**config.mk**
```make
export PLATFORM = sky130hd
export DESIGN_NAME = adcc_top
export DESIGN_NICKNAME = d
export VERILOG_FILES = /design/src/design/adcc_sync.v /design/src/design/adcc_tad_gen.v /design/src/design/adcc_top.v
export VERILOG_INCLUDE_DIRS = /design/src /design/src/design
export SDC_FILE = /design/constraint.sdc
export NUM_CORES = 1
export LEC_CHECK = 0
export ABC_CLOCK_PERIOD_IN_PS = 3180
export BUFFER_PORTS_ARGS = -buffer_cell sky130_fd_sc_hd__buf_2
export CORE_ASPECT_RATIO = 1.4
export CORE_MARGIN = 4
export CORE_UTILIZATION = 57
export CTS_CLUSTER_SIZE = 24
export DETAILED_ROUTE_END_ITERATION = 8
export GPL_ROUTABILITY_DRIVEN = 0
export HOLD_SLACK_MARGIN = 0.03
export MAX_ROUTING_LAYER = met4
export PLACE_DENSITY = 0.75
export SYNTH_ARGS = -nofsm -noshare
export SYNTH_HDL_FRONTEND = slang
export SYNTH_HIERARCHICAL = 1
export SYNTH_SLANG_ARGS = --single-unit
```
**constraint.sdc**
```tcl
create_clock -name clk_i -period 3.18 [get_ports clk_i]
set_input_delay 0.636 -clock clk_i [delete_from_list [all_inputs] [get_ports clk_i]]
set_output_delay 0.636 -clock clk_i [all_outputs]
set_load 0.005 [all_outputs]
```
**src/design/adcc_defs.vh**
```
`ifndef ADCC_DEFS_VH
`define ADCC_DEFS_VH

// ----------------------------------------------------------------
// Register indices (byte address is four times the index)
// ----------------------------------------------------------------
`define ADCC_IDX_GIC      8'h0b
`define ADCC_IDX_PIR      8'h0c
`define ADCC_IDX_RESH     8'h1e
`define ADCC_IDX_CTRL     8'h1f
`define ADCC_IDX_PIE      8'h8c
`define ADCC_IDX_RESL     8'h9e
`define ADCC_IDX_CFG      8'h9f

// ----------------------------------------------------------------
// Field positions
// ----------------------------------------------------------------
`define ADCC_CS_HI        7
`define ADCC_CS_LO        6
`define ADCC_CH_HI        5
`define ADCC_CH_LO        3
`define ADCC_GO_BIT       2
`define ADCC_ON_BIT       0
`define ADCC_FMT_BIT      7
`define ADCC_PCFG_HI      3
`define ADCC_PCFG_LO      0
`define ADCC_DONE_BIT     6
`define ADCC_IE_BIT       6
`define ADCC_GIE_BIT      7
`define ADCC_PERIPHERAL_IRQ_ENABLE_BIT     6

// ----------------------------------------------------------------
// Reset values
// ----------------------------------------------------------------
`define ADCC_RST_CTRL     8'h00
`define ADCC_RST_CFG      8'h00
`define ADCC_RST_PIR      8'h00
`define ADCC_RST_PIE      8'h00
`define ADCC_RST_GIC      8'h00

// ----------------------------------------------------------------
// Clock select codes and timing counts
// ----------------------------------------------------------------
`define ADCC_CS_2         2'b00
`define ADCC_CS_8         2'b01
`define ADCC_CS_32        2'b10
`define ADCC_CS_RC        2'b11
`define ADCC_DIV2_TOP     5'd1
`define ADCC_DIV8_TOP     5'd7
`define ADCC_DIV32_TOP    5'd31
`define ADCC_TOSC_PER_TCY 4
`define ADCC_TCY_M1       3'd3
`define ADCC_LAST_TAD     4'd10
`define ADCC_WAIT_M1      4'd1

`endif

```
**src/design/adcc_sync.v**
```verilog
`timescale 1ns/100ps
`default_nettype none

module adcc_sync #(
  parameter W = 1
) (
  input  wire         clk_i,
  input  wire         rst_i,
  input  wire [W-1:0] d_i,
  output wire [W-1:0] q_o
);

  reg [W-1:0] s1_q;
  reg [W-1:0] s2_q;

  always @(posedge clk_i) begin
    if (rst_i) begin
      s1_q <= {W{1'b0}};
      s2_q <= {W{1'b0}};
    end else begin
      s1_q <= d_i;
      s2_q <= s1_q;
    end
  end

  assign q_o = s2_q;

endmodule // adcc_sync

`default_nettype wire

```
**src/design/adcc_tad_gen.v**
```verilog
`timescale 1ns/100ps
`default_nettype none
`include "adcc_defs.vh"

module adcc_tad_gen (
  input  wire       clk_i,
  input  wire       rst_i,
  input  wire       clear_i,
  input  wire [1:0] sel_i,
  input  wire       rc_tick_i,
  output wire       tick_o
);

  reg  [4:0] cnt_q;
  reg  [4:0] top;

  // ----------------------------------------------------------------
  // Divider top per select code
  // ----------------------------------------------------------------
  always @* begin
    case (sel_i)
      `ADCC_CS_2:  top = `ADCC_DIV2_TOP;
      `ADCC_CS_8:  top = `ADCC_DIV8_TOP;
      default:     top = `ADCC_DIV32_TOP;
    endcase
  end

  always @(posedge clk_i) begin
    if (rst_i || clear_i) begin
      cnt_q <= 5'h00;
    end else if (cnt_q >= top) begin
      cnt_q <= 5'h00;
    end else begin
      cnt_q <= cnt_q + 5'h01;
    end
  end

  assign tick_o = (sel_i == `ADCC_CS_RC) ? rc_tick_i : (cnt_q >= top);

endmodule // adcc_tad_gen

`default_nettype wire

```
**src/design/adcc_top.v**
```verilog
`timescale 1ns/100ps
`default_nettype none
`include "adcc_defs.vh"

module adcc_top (
  input  wire       clk_i,
  input  wire       rst_i,
  input  wire       wb_cyc_i,
  input  wire       wb_stb_i,
  input  wire       wb_we_i,
  input  wire [9:0] wb_adr_i,
  input  wire       wb_sel_i,
  input  wire [7:0] wb_dat_i,
  output wire [7:0] wb_dat_o,
  output wire       wb_ack_o,
  input  wire       sleep_i,
  input  wire [7:0] pin_i,
  input  wire       cmp_i,
  input  wire       rc_osc_i,
  output wire [7:0] port_read_o,
  output wire [2:0] channel_o,
  output wire       sample_o,
  output wire [9:0] dac_code_o,
  output wire       converter_on_o,
  output wire       busy_o,
  output wire       wake_o
);

  // ----------------------------------------------------------------
  // States, reset values and functions
  // ----------------------------------------------------------------
  localparam [2:0] ST_IDLE  = 3'd0;
  localparam [2:0] ST_DLY   = 3'd1;
  localparam [2:0] ST_SEG1  = 3'd2;
  localparam [2:0] ST_BITS  = 3'd3;
  localparam [2:0] ST_WAIT2 = 3'd4;
  localparam [7:0] RST_CTRL = `ADCC_RST_CTRL;
  localparam [7:0] RST_CFG  = `ADCC_RST_CFG;
  localparam [7:0] RST_PIR  = `ADCC_RST_PIR;
  localparam [7:0] RST_PIE  = `ADCC_RST_PIE;
  localparam [7:0] RST_GIC  = `ADCC_RST_GIC;

  // Analog (or reference) pin mask per port configuration
  function [7:0] analog_mask;
    input [3:0] cfg;
    begin
      case (cfg)
        4'h0, 4'h1, 4'h8: analog_mask = 8'hff;
        4'h2, 4'h3, 4'hc: analog_mask = 8'h1f;
        4'h4, 4'h5:       analog_mask = 8'h0b;
        4'h6, 4'h7:       analog_mask = 8'h00;
        4'h9, 4'ha, 4'hb: analog_mask = 8'h3f;
        4'hd:             analog_mask = 8'h0f;
        4'he:             analog_mask = 8'h01;
        default:          analog_mask = 8'h0d;
      endcase
    end
  endfunction

  // One successive approximation step: decide bit, try next lower
  function [9:0] sar_step;
    input [9:0] sar;
    input [3:0] k;
    input       keep;
    begin
      sar_step = sar;
      sar_step[4'd9 - k] = keep;
      if (k < 4'd9)
        sar_step[4'd8 - k] = 1'b1;
    end
  endfunction

  // ----------------------------------------------------------------
  // Input synchronisers and registers
  // ----------------------------------------------------------------
  wire [9:0] sync_q;
  wire [7:0] pin_s;
  wire       cmp_s;
  wire       rc_s;
  reg        rc_prev_q;
  wire       rc_tick = rc_s & ~rc_prev_q;

  adcc_sync #(
    .W (10)
  ) u_sync (
    .clk_i (clk_i),
    .rst_i (rst_i),
    .d_i   ({rc_osc_i, cmp_i, pin_i}),
    .q_o   (sync_q)
  );

  assign pin_s   = sync_q[7:0];
  assign cmp_s   = sync_q[8];
  assign rc_s    = sync_q[9];

  reg [2:0] state_q;
  reg [1:0] cs_q;
  reg [2:0] ch_q;
  reg       go_q;
  reg       on_q;
  reg       fmt_q;
  reg [3:0] pcfg_q;
  reg       done_q;
  reg       ie_q;
  reg       gie_q;
  reg       peripheral_irq_enable_q;
  reg [9:0] sar_q;
  reg [3:0] cnt_q;
  reg [2:0] tcy_q;
  reg       sample_q;
  reg       active_q;
  reg       wake_q;
  reg [7:0] port_q;
  reg [7:0] resh_q;
  reg [7:0] resl_q;
  reg [7:0] dat_q;
  reg       ack_q;
  reg [7:0] rd_d;

  // ----------------------------------------------------------------
  // Bus decode
  // ----------------------------------------------------------------
  wire [7:0] idx      = wb_adr_i[9:2];
  wire       bus_req  = wb_cyc_i & wb_stb_i;
  wire       wr       = bus_req & wb_we_i & wb_sel_i & ack_q;
  wire       wr_ctrl  = wr & (idx == `ADCC_IDX_CTRL);
  wire       wr_cfg   = wr & (idx == `ADCC_IDX_CFG);
  wire       wr_pir   = wr & (idx == `ADCC_IDX_PIR);
  wire       wr_pie   = wr & (idx == `ADCC_IDX_PIE);
  wire       wr_gic   = wr & (idx == `ADCC_IDX_GIC);
  wire       wr_resh  = wr & (idx == `ADCC_IDX_RESH);
  wire       wr_resl  = wr & (idx == `ADCC_IDX_RESL);

  // ----------------------------------------------------------------
  // Conversion control terms
  // ----------------------------------------------------------------
  wire       tad_tick;
  wire       busy      = (state_q >= ST_DLY) && (state_q <= ST_BITS);
  wire       sleep_off = sleep_i & (cs_q != `ADCC_CS_RC);
  wire       go_clear  = wr_ctrl & ~wb_dat_i[`ADCC_GO_BIT];
  wire       off_write = wr_ctrl & ~wb_dat_i[`ADCC_ON_BIT];
  wire       abort     = busy & (go_clear | off_write | ~on_q |
                         sleep_off);
  wire       start     = (state_q == ST_IDLE) & wr_ctrl & on_q &
                         wb_dat_i[`ADCC_GO_BIT] & wb_dat_i[`ADCC_ON_BIT] &
                         ~sleep_off;
  wire       conv_end  = (state_q == ST_BITS) & tad_tick &
                         (cnt_q == `ADCC_LAST_TAD) & ~abort & ~rst_i;
  wire       tad_clear = start | abort | ((state_q == ST_DLY) &&
                         (tcy_q == `ADCC_TCY_M1));
  wire [15:0] result   = fmt_q ? {6'h00, sar_q} : {sar_q, 6'h00};

  adcc_tad_gen u_tad (
    .clk_i     (clk_i),
    .rst_i     (rst_i),
    .clear_i   (tad_clear),
    .sel_i     (cs_q),
    .rc_tick_i (rc_tick),
    .tick_o    (tad_tick)
  );

  // ----------------------------------------------------------------
  // Control registers and sequencer
  // ----------------------------------------------------------------
  always @(posedge clk_i) begin
    if (rst_i) begin
      state_q   <= ST_IDLE;
      cs_q      <= RST_CTRL[`ADCC_CS_HI:`ADCC_CS_LO];
      ch_q      <= RST_CTRL[`ADCC_CH_HI:`ADCC_CH_LO];
      go_q      <= RST_CTRL[`ADCC_GO_BIT];
      on_q      <= RST_CTRL[`ADCC_ON_BIT];
      fmt_q     <= RST_CFG[`ADCC_FMT_BIT];
      pcfg_q    <= RST_CFG[`ADCC_PCFG_HI:`ADCC_PCFG_LO];
      done_q    <= RST_PIR[`ADCC_DONE_BIT];
      ie_q      <= RST_PIE[`ADCC_IE_BIT];
      gie_q     <= RST_GIC[`ADCC_GIE_BIT];
      peripheral_irq_enable_q    <= RST_GIC[`ADCC_PERIPHERAL_IRQ_ENABLE_BIT];
      sar_q     <= 10'h000;
      cnt_q     <= 4'h0;
      tcy_q     <= 3'h0;
      rc_prev_q <= 1'b0;
    end else begin
      rc_prev_q <= rc_s;

      if (wr_ctrl) begin
        cs_q <= wb_dat_i[`ADCC_CS_HI:`ADCC_CS_LO];
        ch_q <= wb_dat_i[`ADCC_CH_HI:`ADCC_CH_LO];
        on_q <= wb_dat_i[`ADCC_ON_BIT];
      end
      if (wr_cfg) begin
        fmt_q  <= wb_dat_i[`ADCC_FMT_BIT];
        pcfg_q <= wb_dat_i[`ADCC_PCFG_HI:`ADCC_PCFG_LO];
      end
      if (wr_pie) begin
        ie_q <= wb_dat_i[`ADCC_IE_BIT];
      end
      if (wr_gic) begin
        gie_q  <= wb_dat_i[`ADCC_GIE_BIT];
        peripheral_irq_enable_q <= wb_dat_i[`ADCC_PERIPHERAL_IRQ_ENABLE_BIT];
      end

      // Hardware set wins over a software clear
      if (conv_end) begin
        done_q <= 1'b1;
      end else if (wr_pir) begin
        done_q <= wb_dat_i[`ADCC_DONE_BIT];
      end

      if (abort) begin
        state_q <= ST_WAIT2;
        go_q    <= 1'b0;
        cnt_q   <= 4'h0;
      end else begin
        case (state_q)
          ST_IDLE: begin
            if (start) begin
              go_q  <= 1'b1;
              tcy_q <= 3'h0;
              if (cs_q == `ADCC_CS_RC) begin
                state_q <= ST_DLY;
              end else begin
                state_q <= ST_SEG1;
              end
            end
          end
          ST_DLY: begin
            tcy_q <= tcy_q + 3'h1;
            if (tcy_q == `ADCC_TCY_M1) begin
              state_q <= ST_SEG1;
              tcy_q   <= 3'h0;
            end
          end
          ST_SEG1: begin
            if (tcy_q != `ADCC_TCY_M1) begin
              tcy_q <= tcy_q + 3'h1;
            end
            if (tad_tick && (tcy_q == `ADCC_TCY_M1)) begin
              state_q <= ST_BITS;
              sar_q   <= 10'h200;
              cnt_q   <= 4'h0;
            end
          end
          ST_BITS: begin
            if (tad_tick) begin
              cnt_q <= cnt_q + 4'h1;
              if (cnt_q < `ADCC_LAST_TAD) begin
                sar_q <= sar_step(sar_q, cnt_q, cmp_s);
              end
              if (cnt_q == `ADCC_LAST_TAD) begin
                go_q    <= 1'b0;
                state_q <= ST_WAIT2;
                cnt_q   <= 4'h0;
              end
            end
          end
          ST_WAIT2: begin
            if (tad_tick) begin
              cnt_q <= cnt_q + 4'h1;
              if (cnt_q == `ADCC_WAIT_M1) begin
                state_q <= ST_IDLE;
                cnt_q   <= 4'h0;
              end
            end
          end
          default: begin
            state_q <= ST_IDLE;
          end
        endcase
      end
    end
  end

  // ----------------------------------------------------------------
  // Result pair, never reset
  // ----------------------------------------------------------------
  always @(posedge clk_i) begin
    if (conv_end) begin
      resh_q <= result[15:8];
      resl_q <= result[7:0];
    end else begin
      if (wr_resh) begin
        resh_q <= wb_dat_i;
      end
      if (wr_resl) begin
        resl_q <= wb_dat_i;
      end
    end
  end

  // ----------------------------------------------------------------
  // Analog side and status outputs
  // ----------------------------------------------------------------
  always @(posedge clk_i) begin
    if (rst_i) begin
      sample_q <= 1'b0;
      active_q <= 1'b0;
      wake_q   <= 1'b0;
      port_q   <= 8'h00;
    end else begin
      sample_q <= (state_q == ST_IDLE) & on_q & ~sleep_off;
      active_q <= on_q & ~sleep_off;
      wake_q   <= sleep_i & done_q & ie_q;
      port_q   <= pin_s & ~analog_mask(pcfg_q);
    end
  end

  // ----------------------------------------------------------------
  // Wishbone read and acknowledge
  // ----------------------------------------------------------------
  always @* begin
    case (idx)
      `ADCC_IDX_CTRL: rd_d = {cs_q, ch_q, go_q, 1'b0, on_q};
      `ADCC_IDX_CFG:  rd_d = {fmt_q, 3'h0, pcfg_q};
      `ADCC_IDX_PIR:  rd_d = {1'b0, done_q, 6'h00};
      `ADCC_IDX_PIE:  rd_d = {1'b0, ie_q, 6'h00};
      `ADCC_IDX_GIC:  rd_d = {gie_q, peripheral_irq_enable_q, 6'h00};
      `ADCC_IDX_RESH: rd_d = resh_q;
      `ADCC_IDX_RESL: rd_d = resl_q;
      default:        rd_d = 8'h00;
    endcase
  end

  always @(posedge clk_i) begin
    if (rst_i) begin
      ack_q <= 1'b0;
      dat_q <= 8'h00;
    end else begin
      ack_q <= bus_req & ~ack_q;
      if (bus_req && !ack_q) begin
        dat_q <= rd_d;
      end
    end
  end

  assign wb_ack_o       = ack_q;
  assign wb_dat_o       = dat_q;
  assign port_read_o    = port_q;
  assign channel_o      = ch_q;
  assign sample_o       = sample_q;
  assign dac_code_o     = sar_q;
  assign converter_on_o = active_q;
  assign busy_o         = go_q;
  assign wake_o         = wake_q;

endmodule // adcc_top

`default_nettype wire

```
==> Yosys cells after proc, flatten, opt, wreduce, memory -nomap -nowiden <==
Memories as Yosys holds them, arrays and structs flattened. A register that Yosys moved wholly into a read port is not among the register bits.
Index checks and enable logic that the tools add are counted.
{ "op_classes": {"add_sub_neg": 5, "order_cmp": 9, "n_eq_ne": 34, "mux": 47, "bitwise": 47, "reduce_logical": 25} }
{ "ops": {"columns": ["cell", "count"], "rows": [
  ["$pmux W8 S7", 1],
  ["$mux W10", 4],
  ["$mux W8", 5],
  ["$mux W3", 11],
  ["$and A1 B1 Y1", 31],
  ["$mux W4", 7],
  ["$eq A8 B8 Y1 const B", 3],
  ["$pmux W10 S2", 1],
  ["$eq A8 B4 Y1 const B", 2],
  ["$eq A8 B5 Y1 const B", 2],
  ["$mux W16", 1],
  ["$ne A3 B3 Y1 const B", 5],
  ["$pmux W3 S5", 1],
  ["$ne A2 B2 Y1 const B", 7],
  ["$reduce_and A7 Y1", 2],
  ["$pmux W4 S3", 1],
  ["$reduce_and A4 Y1", 3],
  ["$bwmux W10", 1],
  ["$lt A4 B5 Y1 const B", 2],
  ["$or A10 B10 Y10", 1],
  ["$pmux W5 S2", 1],
  ["$reduce_bool A2 Y1", 5],
  ["$eq A3 B2 Y1 const B", 3],
  ["$ne A3 B2 Y1 const B", 3],
  ["other kinds (33)", 64]
]} }
{ "word_totals": {"reg_bits": 98, "rom_bits": 128, "input_bits": 35, "elab_cells": 195, "mem_count": 1} }
{ "mem_list": {"columns": ["memory", "words", "width", "rd", "rd_ports_with_merged_regs", "wr", "line_no", "text"], "rows": [
  ["(name not given)", 16, 8, 1, 1, 0, "adcc_top.v:47", "case (cfg)"]
]} }

==> Longest topological paths before layout <==
{ "logic_depth": {"word_depth": 14, "depth_mapped": 10, "mapped_depth_nobuf": 10} }

==> Cells and area by module <==
Netlist, hierarchy kept.
{ "modules_own_cells": {"columns": ["module", "instances", "cells_per_inst", "area_each_um2", "seq_area_each_um2"], "rows": [
  ["adcc_top", 1, 447, 4215.3, 1761.7],
  ["adcc_sync", 1, 42, 618.1, 400.4],
  ["adcc_tad_gen", 1, 31, 297.8, 100.1]
]} }

==> Worst setup path after synthesis <==
Ideal clock, no wire load.
{ "synth_timing": {"kind": "input to register", "from": "input wb_adr_i[2]", "to": "register resh_q[0], enable pin", "setup_ns": 0.388, "t_arrival_ns": 2.243, "required_ns": 2.792, "setup_slack_ns": 0.550, "path_stages": 7, "n_path_buf": 2, "cell_sequence": "buf_2 > and4b_1 > and4_4 > buf_6 > o211ai_4 > nand2_1 > o32ai_1"} }
{ "synth_between": {"elab_chain_cells": 11, "elab_cells_between_ends": 14, "classes_between": "eq/ne: 2; bitwise: 11; reduce/logical: 1"} }
{ "synth_lines": {"columns": ["item", "line_no", "text"], "rows": [
  ["from (decl)", "adcc_top.v:11", "input wire [9:0] wb_adr_i,"],
  ["$eq A8 B5 Y1", null, null],
  ["$and A1 B1 Y1", "adcc_top.v:126", "wire wr_ctrl = wr & (idx == `ADCC_IDX_CTRL);"],
  ["$and A1 B1 Y1 (on tied branches)", "adcc_top.v:140, adcc_top.v:141", null],
  ["$or A1 B1 Y1 (3 in a row)", "adcc_top.v:142", "wire abort = busy & (go_clear | off_write | ~on_q |"],
  ["$and A1 B1 Y1", "adcc_top.v:142", null],
  ["$not A1 Y1 (no line)", null, null],
  ["$and A1 B1 Y1 (2 in a row)", "adcc_top.v:147", "wire conv_end = (state_q == ST_BITS) & tad_tick &"],
  ["$reduce_bool A2 Y1 (no line) *", null, null],
  ["to (signal assigned)", "adcc_top.v:278", "resh_q <= result[15:8];"],
  ["to (signal assigned)", "adcc_top.v:282", "resh_q <= wb_dat_i;"],
  ["to (decl)", "adcc_top.v:114", "reg [7:0] resh_q;"]
]} }
Every way passes the cells marked *; elsewhere a longest branch is shown, timed or not.
A chain may end at the register's enable or synchronous reset.

==> Worst setup path after layout <==
{ "layout_timing": {"from": "register cs_q[1]", "to": "register sar_q[8], in the netlist dac_code_o[8]"} }
{ "layout_between": {"elab_chain_cells": 7, "elab_cells_between_ends": 15, "classes_between": "order compare: 1; eq/ne: 5; mux: 2; bitwise: 4; reduce/logical: 3"} }
{ "layout_lines": {"columns": ["item", "line_no", "text"], "rows": [
  ["from (decl)", "adcc_top.v:97", "reg [1:0] cs_q;"],
  ["from (signal assigned)", "adcc_top.v:168", "cs_q <= RST_CTRL[`ADCC_CS_HI:`ADCC_CS_LO];"],
  ["from (signal assigned)", "adcc_top.v:186", "cs_q <= wb_dat_i[`ADCC_CS_HI:`ADCC_CS_LO];"],
  ["$eq A2 B1 Y1 or $logic_not A2 Y1 (tied branches)", "adcc_tad_gen.v:21", "case (sel_i)"],
  ["$pmux W5 S2", "adcc_tad_gen.v:21", null],
  ["$ge A5 B5 Y1", "adcc_tad_gen.v:38", "assign tick_o = (sel_i == `ADCC_CS_RC) ? rc_tick_i : (cnt_q >= top);"],
  ["$mux W1 *", "adcc_tad_gen.v:38", null],
  ["net tad_tick", "adcc_top.v:137", "wire tad_tick;"],
  ["$logic_and A1 B1 Y1", "adcc_top.v:237", "if (tad_tick && (tcy_q == `ADCC_TCY_M1)) begin"],
  ["$ne A2 B2 Y1 (no line)", null, null],
  ["$reduce_and A5 Y1 (no line) *", null, null],
  ["to (signal assigned)", "adcc_top.v:247", "sar_q <= sar_step(sar_q, cnt_q, cmp_s);"],
  ["to (decl)", "adcc_top.v:107", "reg [9:0] sar_q;"]
]} }
The timed path passes the listed nets; every way through them passes the cells marked *.

==> impl_results.rst <==
.. list-table::
   :header-rows: 1

   * - Metric
     - Value
   * - Result of the run
     - complete, no violations
   * - Headroom to the max-slew limit
     - 58.19%
   * - Number of cells upsized or downsized after cts
     - 0
   * - Height of the chip
     - 120.3 µm
   * - DR vias/cell
     - 6.010
   * - Clock network latency to the later pin of the worst-skew pair
     - 0.35 ns
   * - Highest attainable clock frequency
     - 344.8 MHz
   * - Detail Placement HPWL
     - 8753 µm
   * - Number of endpoints with negative hold slack in the final report
     - 0
   * - Clock-pin slew on the worst setup and hold paths
     - 0.08 ns
   * - Total of max-cap violations
     - 0
   * - First-pass iteration count of the detailed router
     - 5
   * - Peak supply drop
     - 0.4648 mV
   * - Post-CTS Hold Fix Bufs
     - 0
   * - Proportion of layout cells with a drive suffix above 1
     - 23.42%
   * - Synth Net Count
     - 572
   * - Worst slew pin tran
     - 0.6264 ns
   * - Area of all sequential standard cells
     - 0.002262 mm²
   * - Pin count of the biggest net entering global routing
     - 65
   * - Area overhead of the layout relative to synthesis
     - 13.92%
   * - Setup repair after global routing missed its margin
     - false
   * - Floorplan die width
     - 88.19 µm
   * - GRT Total Usage
     - 24.41%
   * - Buffers inserted during post-CTS setup optimization
     - 0
   * - I/O Pins
     - 69
   * - Cell taking the most area after synthesis
     - sky130_fd_sc_hd__dfxtp_1
   * - Slack of the worst reg-to-reg path
     - 0.28 ns
   * - First-pass GRT wire length
     - 20,020 µm
   * - Crit path required time
     - 3.42 ns
   * - Arrival time at the worst endpoint
     - 3.14 ns
   * - Average wire per cell in the routed design
     - 17.66 µm
   * - #FFs+latches synth
     - 105
   * - H-tree depth
     - 3
   * - Remaining antenna violation count
     - 0
   * - Class of the most critical hold timing path
     - reg -> reg
   * - Global route total overflow
     - 0
   * - Static leakage
     - 2.256 nW
   * - Starting utilization of the core area
     - 58.92%
   * - Path type of the worst setup path
     - reg -> reg
   * - Max FO, Critical Path
     - 9
   * - Ant. Diodes
     - 0
   * - Number of distinct library cells after synthesis
     - 75
   * - Sequential share of the synthesized area
     - 44.09%
   * - Clock buffer count from CTS
     - 9
   * - Worst hold slack across all endpoints
     - 0.3968 ns
   * - Accumulated negative setup slack
     - 0 ns
   * - Yosys synthesis warning count
     - 6
   * - Number of design-rule violations left by the first detailed-router iteration
     - 379
   * - Fraction of the cycle the final worst path needs
     - 91.21%
   * - TritonCTS clock tree
     - done
   * - Total clock sinks
     - 105
   * - Total number of vias
     - 4,147
   * - Fraction of registers with async set or reset after synthesis
     - 0%
   * - Maximum count of clock buffers along a single path
     - 2
   * - Worst setup skew after layout
     - 0.008604 ns
   * - Most used cells in the layout excluding fill and tap cells
     - 89 x sky130_fd_sc_hd__dfxtp_1, 66 x sky130_fd_sc_hd__buf_2, 45 x sky130_fd_sc_hd__nand2_1
   * - Commonest non-fill, non-tap cell in the layout
     - sky130_fd_sc_hd__dfxtp_1
   * - Endpoint type of the worst setup path
     - flip-flop
   * - Area fraction of the dominant cell type after synthesis
     - 34.72%
   * - Post-Syn Instances
     - 520
   * - Final Critical Period
     - 2.901 ns
   * - Die ar.
     - 0.01061 mm²
   * - Post-layout nets
     - 632
   * - Final-report max-slew violation count
     - 0
   * - Remaining routing DRC violations
     - 0
   * - Fillers
     - 736
   * - Total power divided by cell area
     - 552.9 mW/mm²
   * - Total wire length after detailed routing
     - 12,180 µm
   * - Initial antenna violation count
     - 0
   * - Via count of the first global-routing pass
     - 4,186
   * - Number of synthesized flops with an enable pin
     - 16
   * - Avg Inst Size Synth
     - 9.868 µm²
   * - Standard-cell rows
     - 40
   * - Final number of setup-violating endpoints
     - 0
   * - Std-Cell Core Area
     - 0.008708 mm²
   * - Count of input and output buffers
     - 66
   * - Critical Path Source Type
     - flip-flop
   * - Multi-input logic area
     - 0.002663 mm²
   * - Combined area of all synthesized cells
     - 0.005131 mm²
   * - Top cells by area in the synthesized netlist
     - sky130_fd_sc_hd__dfxtp_1 35%, sky130_fd_sc_hd__edfxtp_1 9.4%, sky130_fd_sc_hd__mux2i_1 4.5%
   * - Dominant synthesized flop cell
     - sky130_fd_sc_hd__dfxtp_1
   * - Root buffer cell
     - sky130_fd_sc_hd__clkbuf_16
## synth_stat cells (4+ instances only)
library cell / number
sky130_fd_sc_hd__nor3b_1: 17
sky130_fd_sc_hd__nor2b_4: 4
sky130_fd_sc_hd__clkbuf_1: 14
sky130_fd_sc_hd__nand4_1: 6
sky130_fd_sc_hd__o31ai_1: 12
sky130_fd_sc_hd__nor2_1: 42
sky130_fd_sc_hd__nand3_1: 15
sky130_fd_sc_hd__o21ai_1: 9
sky130_fd_sc_hd__a211oi_1: 6
sky130_fd_sc_hd__mux2i_1: 23
sky130_fd_sc_hd__buf_6: 5
sky130_fd_sc_hd__nand2b_1: 6
sky130_fd_sc_hd__a22o_1: 12
sky130_fd_sc_hd__inv_1: 17
sky130_fd_sc_hd__nand2_1: 45
sky130_fd_sc_hd__dfxtp_1: 89
sky130_fd_sc_hd__o21ai_0: 20
sky130_fd_sc_hd__nand3b_1: 5
sky130_fd_sc_hd__ha_1: 17
sky130_fd_sc_hd__o221ai_1: 5
sky130_fd_sc_hd__edfxtp_1: 16
sky130_fd_sc_hd__a21oi_1: 22
sky130_fd_sc_hd__xnor2_1: 4
sky130_fd_sc_hd__mux4_2: 4
sky130_fd_sc_hd__nor2b_1: 8
sky130_fd_sc_hd__a22oi_1: 6
sky130_fd_sc_hd__nor3_1: 6
sky130_fd_sc_hd__nor2b_2: 16
## power breakdown
part           switching (mW)  internal [mW]  total (mW)
clock network           0.573          0.572        1.14
registers              0.0748           1.39        1.47
logic                   0.359          0.260       0.620
## worst max-delay path: stages, from the launching register on
cell                        delay (ns)
sky130_fd_sc_hd__dfxtp_1          0.49
sky130_fd_sc_hd__inv_1            0.11
sky130_fd_sc_hd__ha_1             0.34
sky130_fd_sc_hd__o211ai_2         0.12
sky130_fd_sc_hd__o211ai_1         0.19
sky130_fd_sc_hd__o21a_1           0.25
sky130_fd_sc_hd__o21ai_0          0.20
sky130_fd_sc_hd__a2111oi_2        0.54
sky130_fd_sc_hd__a21oi_2          0.23
sky130_fd_sc_hd__a211o_1          0.33
## registers in the layout (all words and copies together), names as in the netlist, 2 cells and up, named ones only
| name | cells |
|---|---|
| channel_o | 3 |
| u_tad/cnt_q | 5 |
| pcfg_q | 4 |
| dac_code_o | 10 |
| u_sync/s1_q | 10 |
| resl_q | 8 |
| wb_dat_o | 8 |
| tcy_q | 3 |
| port_read_o | 8 |
| cnt_q | 4 |
| u_sync/q_o | 10 |
| state_q | 3 |
| resh_q | 8 |
| cs_q | 2 |
## metrics by stage
step / cells / setup slack, ns / total power, mW / util [%] / instance area (µm²)
after global placement: 674 / 0.4064 / 2.088 / 63.46 / 5527
after CTS: 690 / 0.3170 / 3.252 / 67.13 / 5846
after global routing: 690 / 0.05264 / 3.378 / 67.13 / 5846
final: 690 / 0.2795 / 3.232 / 67.13 / 5846
after floorplan: 520 / 0.5498 / 1.953 / - / 5131
after detailed placement: 674 / 0.3387 / 2.110 / 63.46 / 5527
## path summary, 6_finish.rpt
path / from / end / cells after the start
worst min register to register: flip-flop / port_read_o[2] / 1
worst min-delay path: flip-flop / port_read_o[2] / 1
worst max register to register: cs_q[1] / dac_code_o[8] / 9
worst max-delay path: cs_q[1] / dac_code_o[8] / 9
## area by class of cell
class / count / share of cell area [%]
clock buffer: 9 / 3.853
sequential: 105 / 38.70
multi-input combinational: 372 / 45.55
tap: 105 / 2.247
clock inverter: 7 / 1.605
timing repair buffer: 74 / 6.892
inverter: 18 / 1.156
## logic make-up (layout without fill, tap and decap cells)
logic type      count (synthesis)  count (layout)  share of synthesized area [%]
simple gates                  199             199                          23.04
compound gates                119             119                          16.61
flops                         105             105                          44.09
buf+inv                        43             108                          4.023
mux                            30              30                          6.901
fa+ha+maj                      17              17                          4.145
xor+xnor                        7               7                          1.195
## layer usage
layer / wire (µm) / GRT usage, %
met1: 4870 / 28.75
met4: 337 / 9.357
met3: 605 / 3.613
met2: 6369 / 41.48
met5: 0 / -
Power figures use the tool's default switching activity.
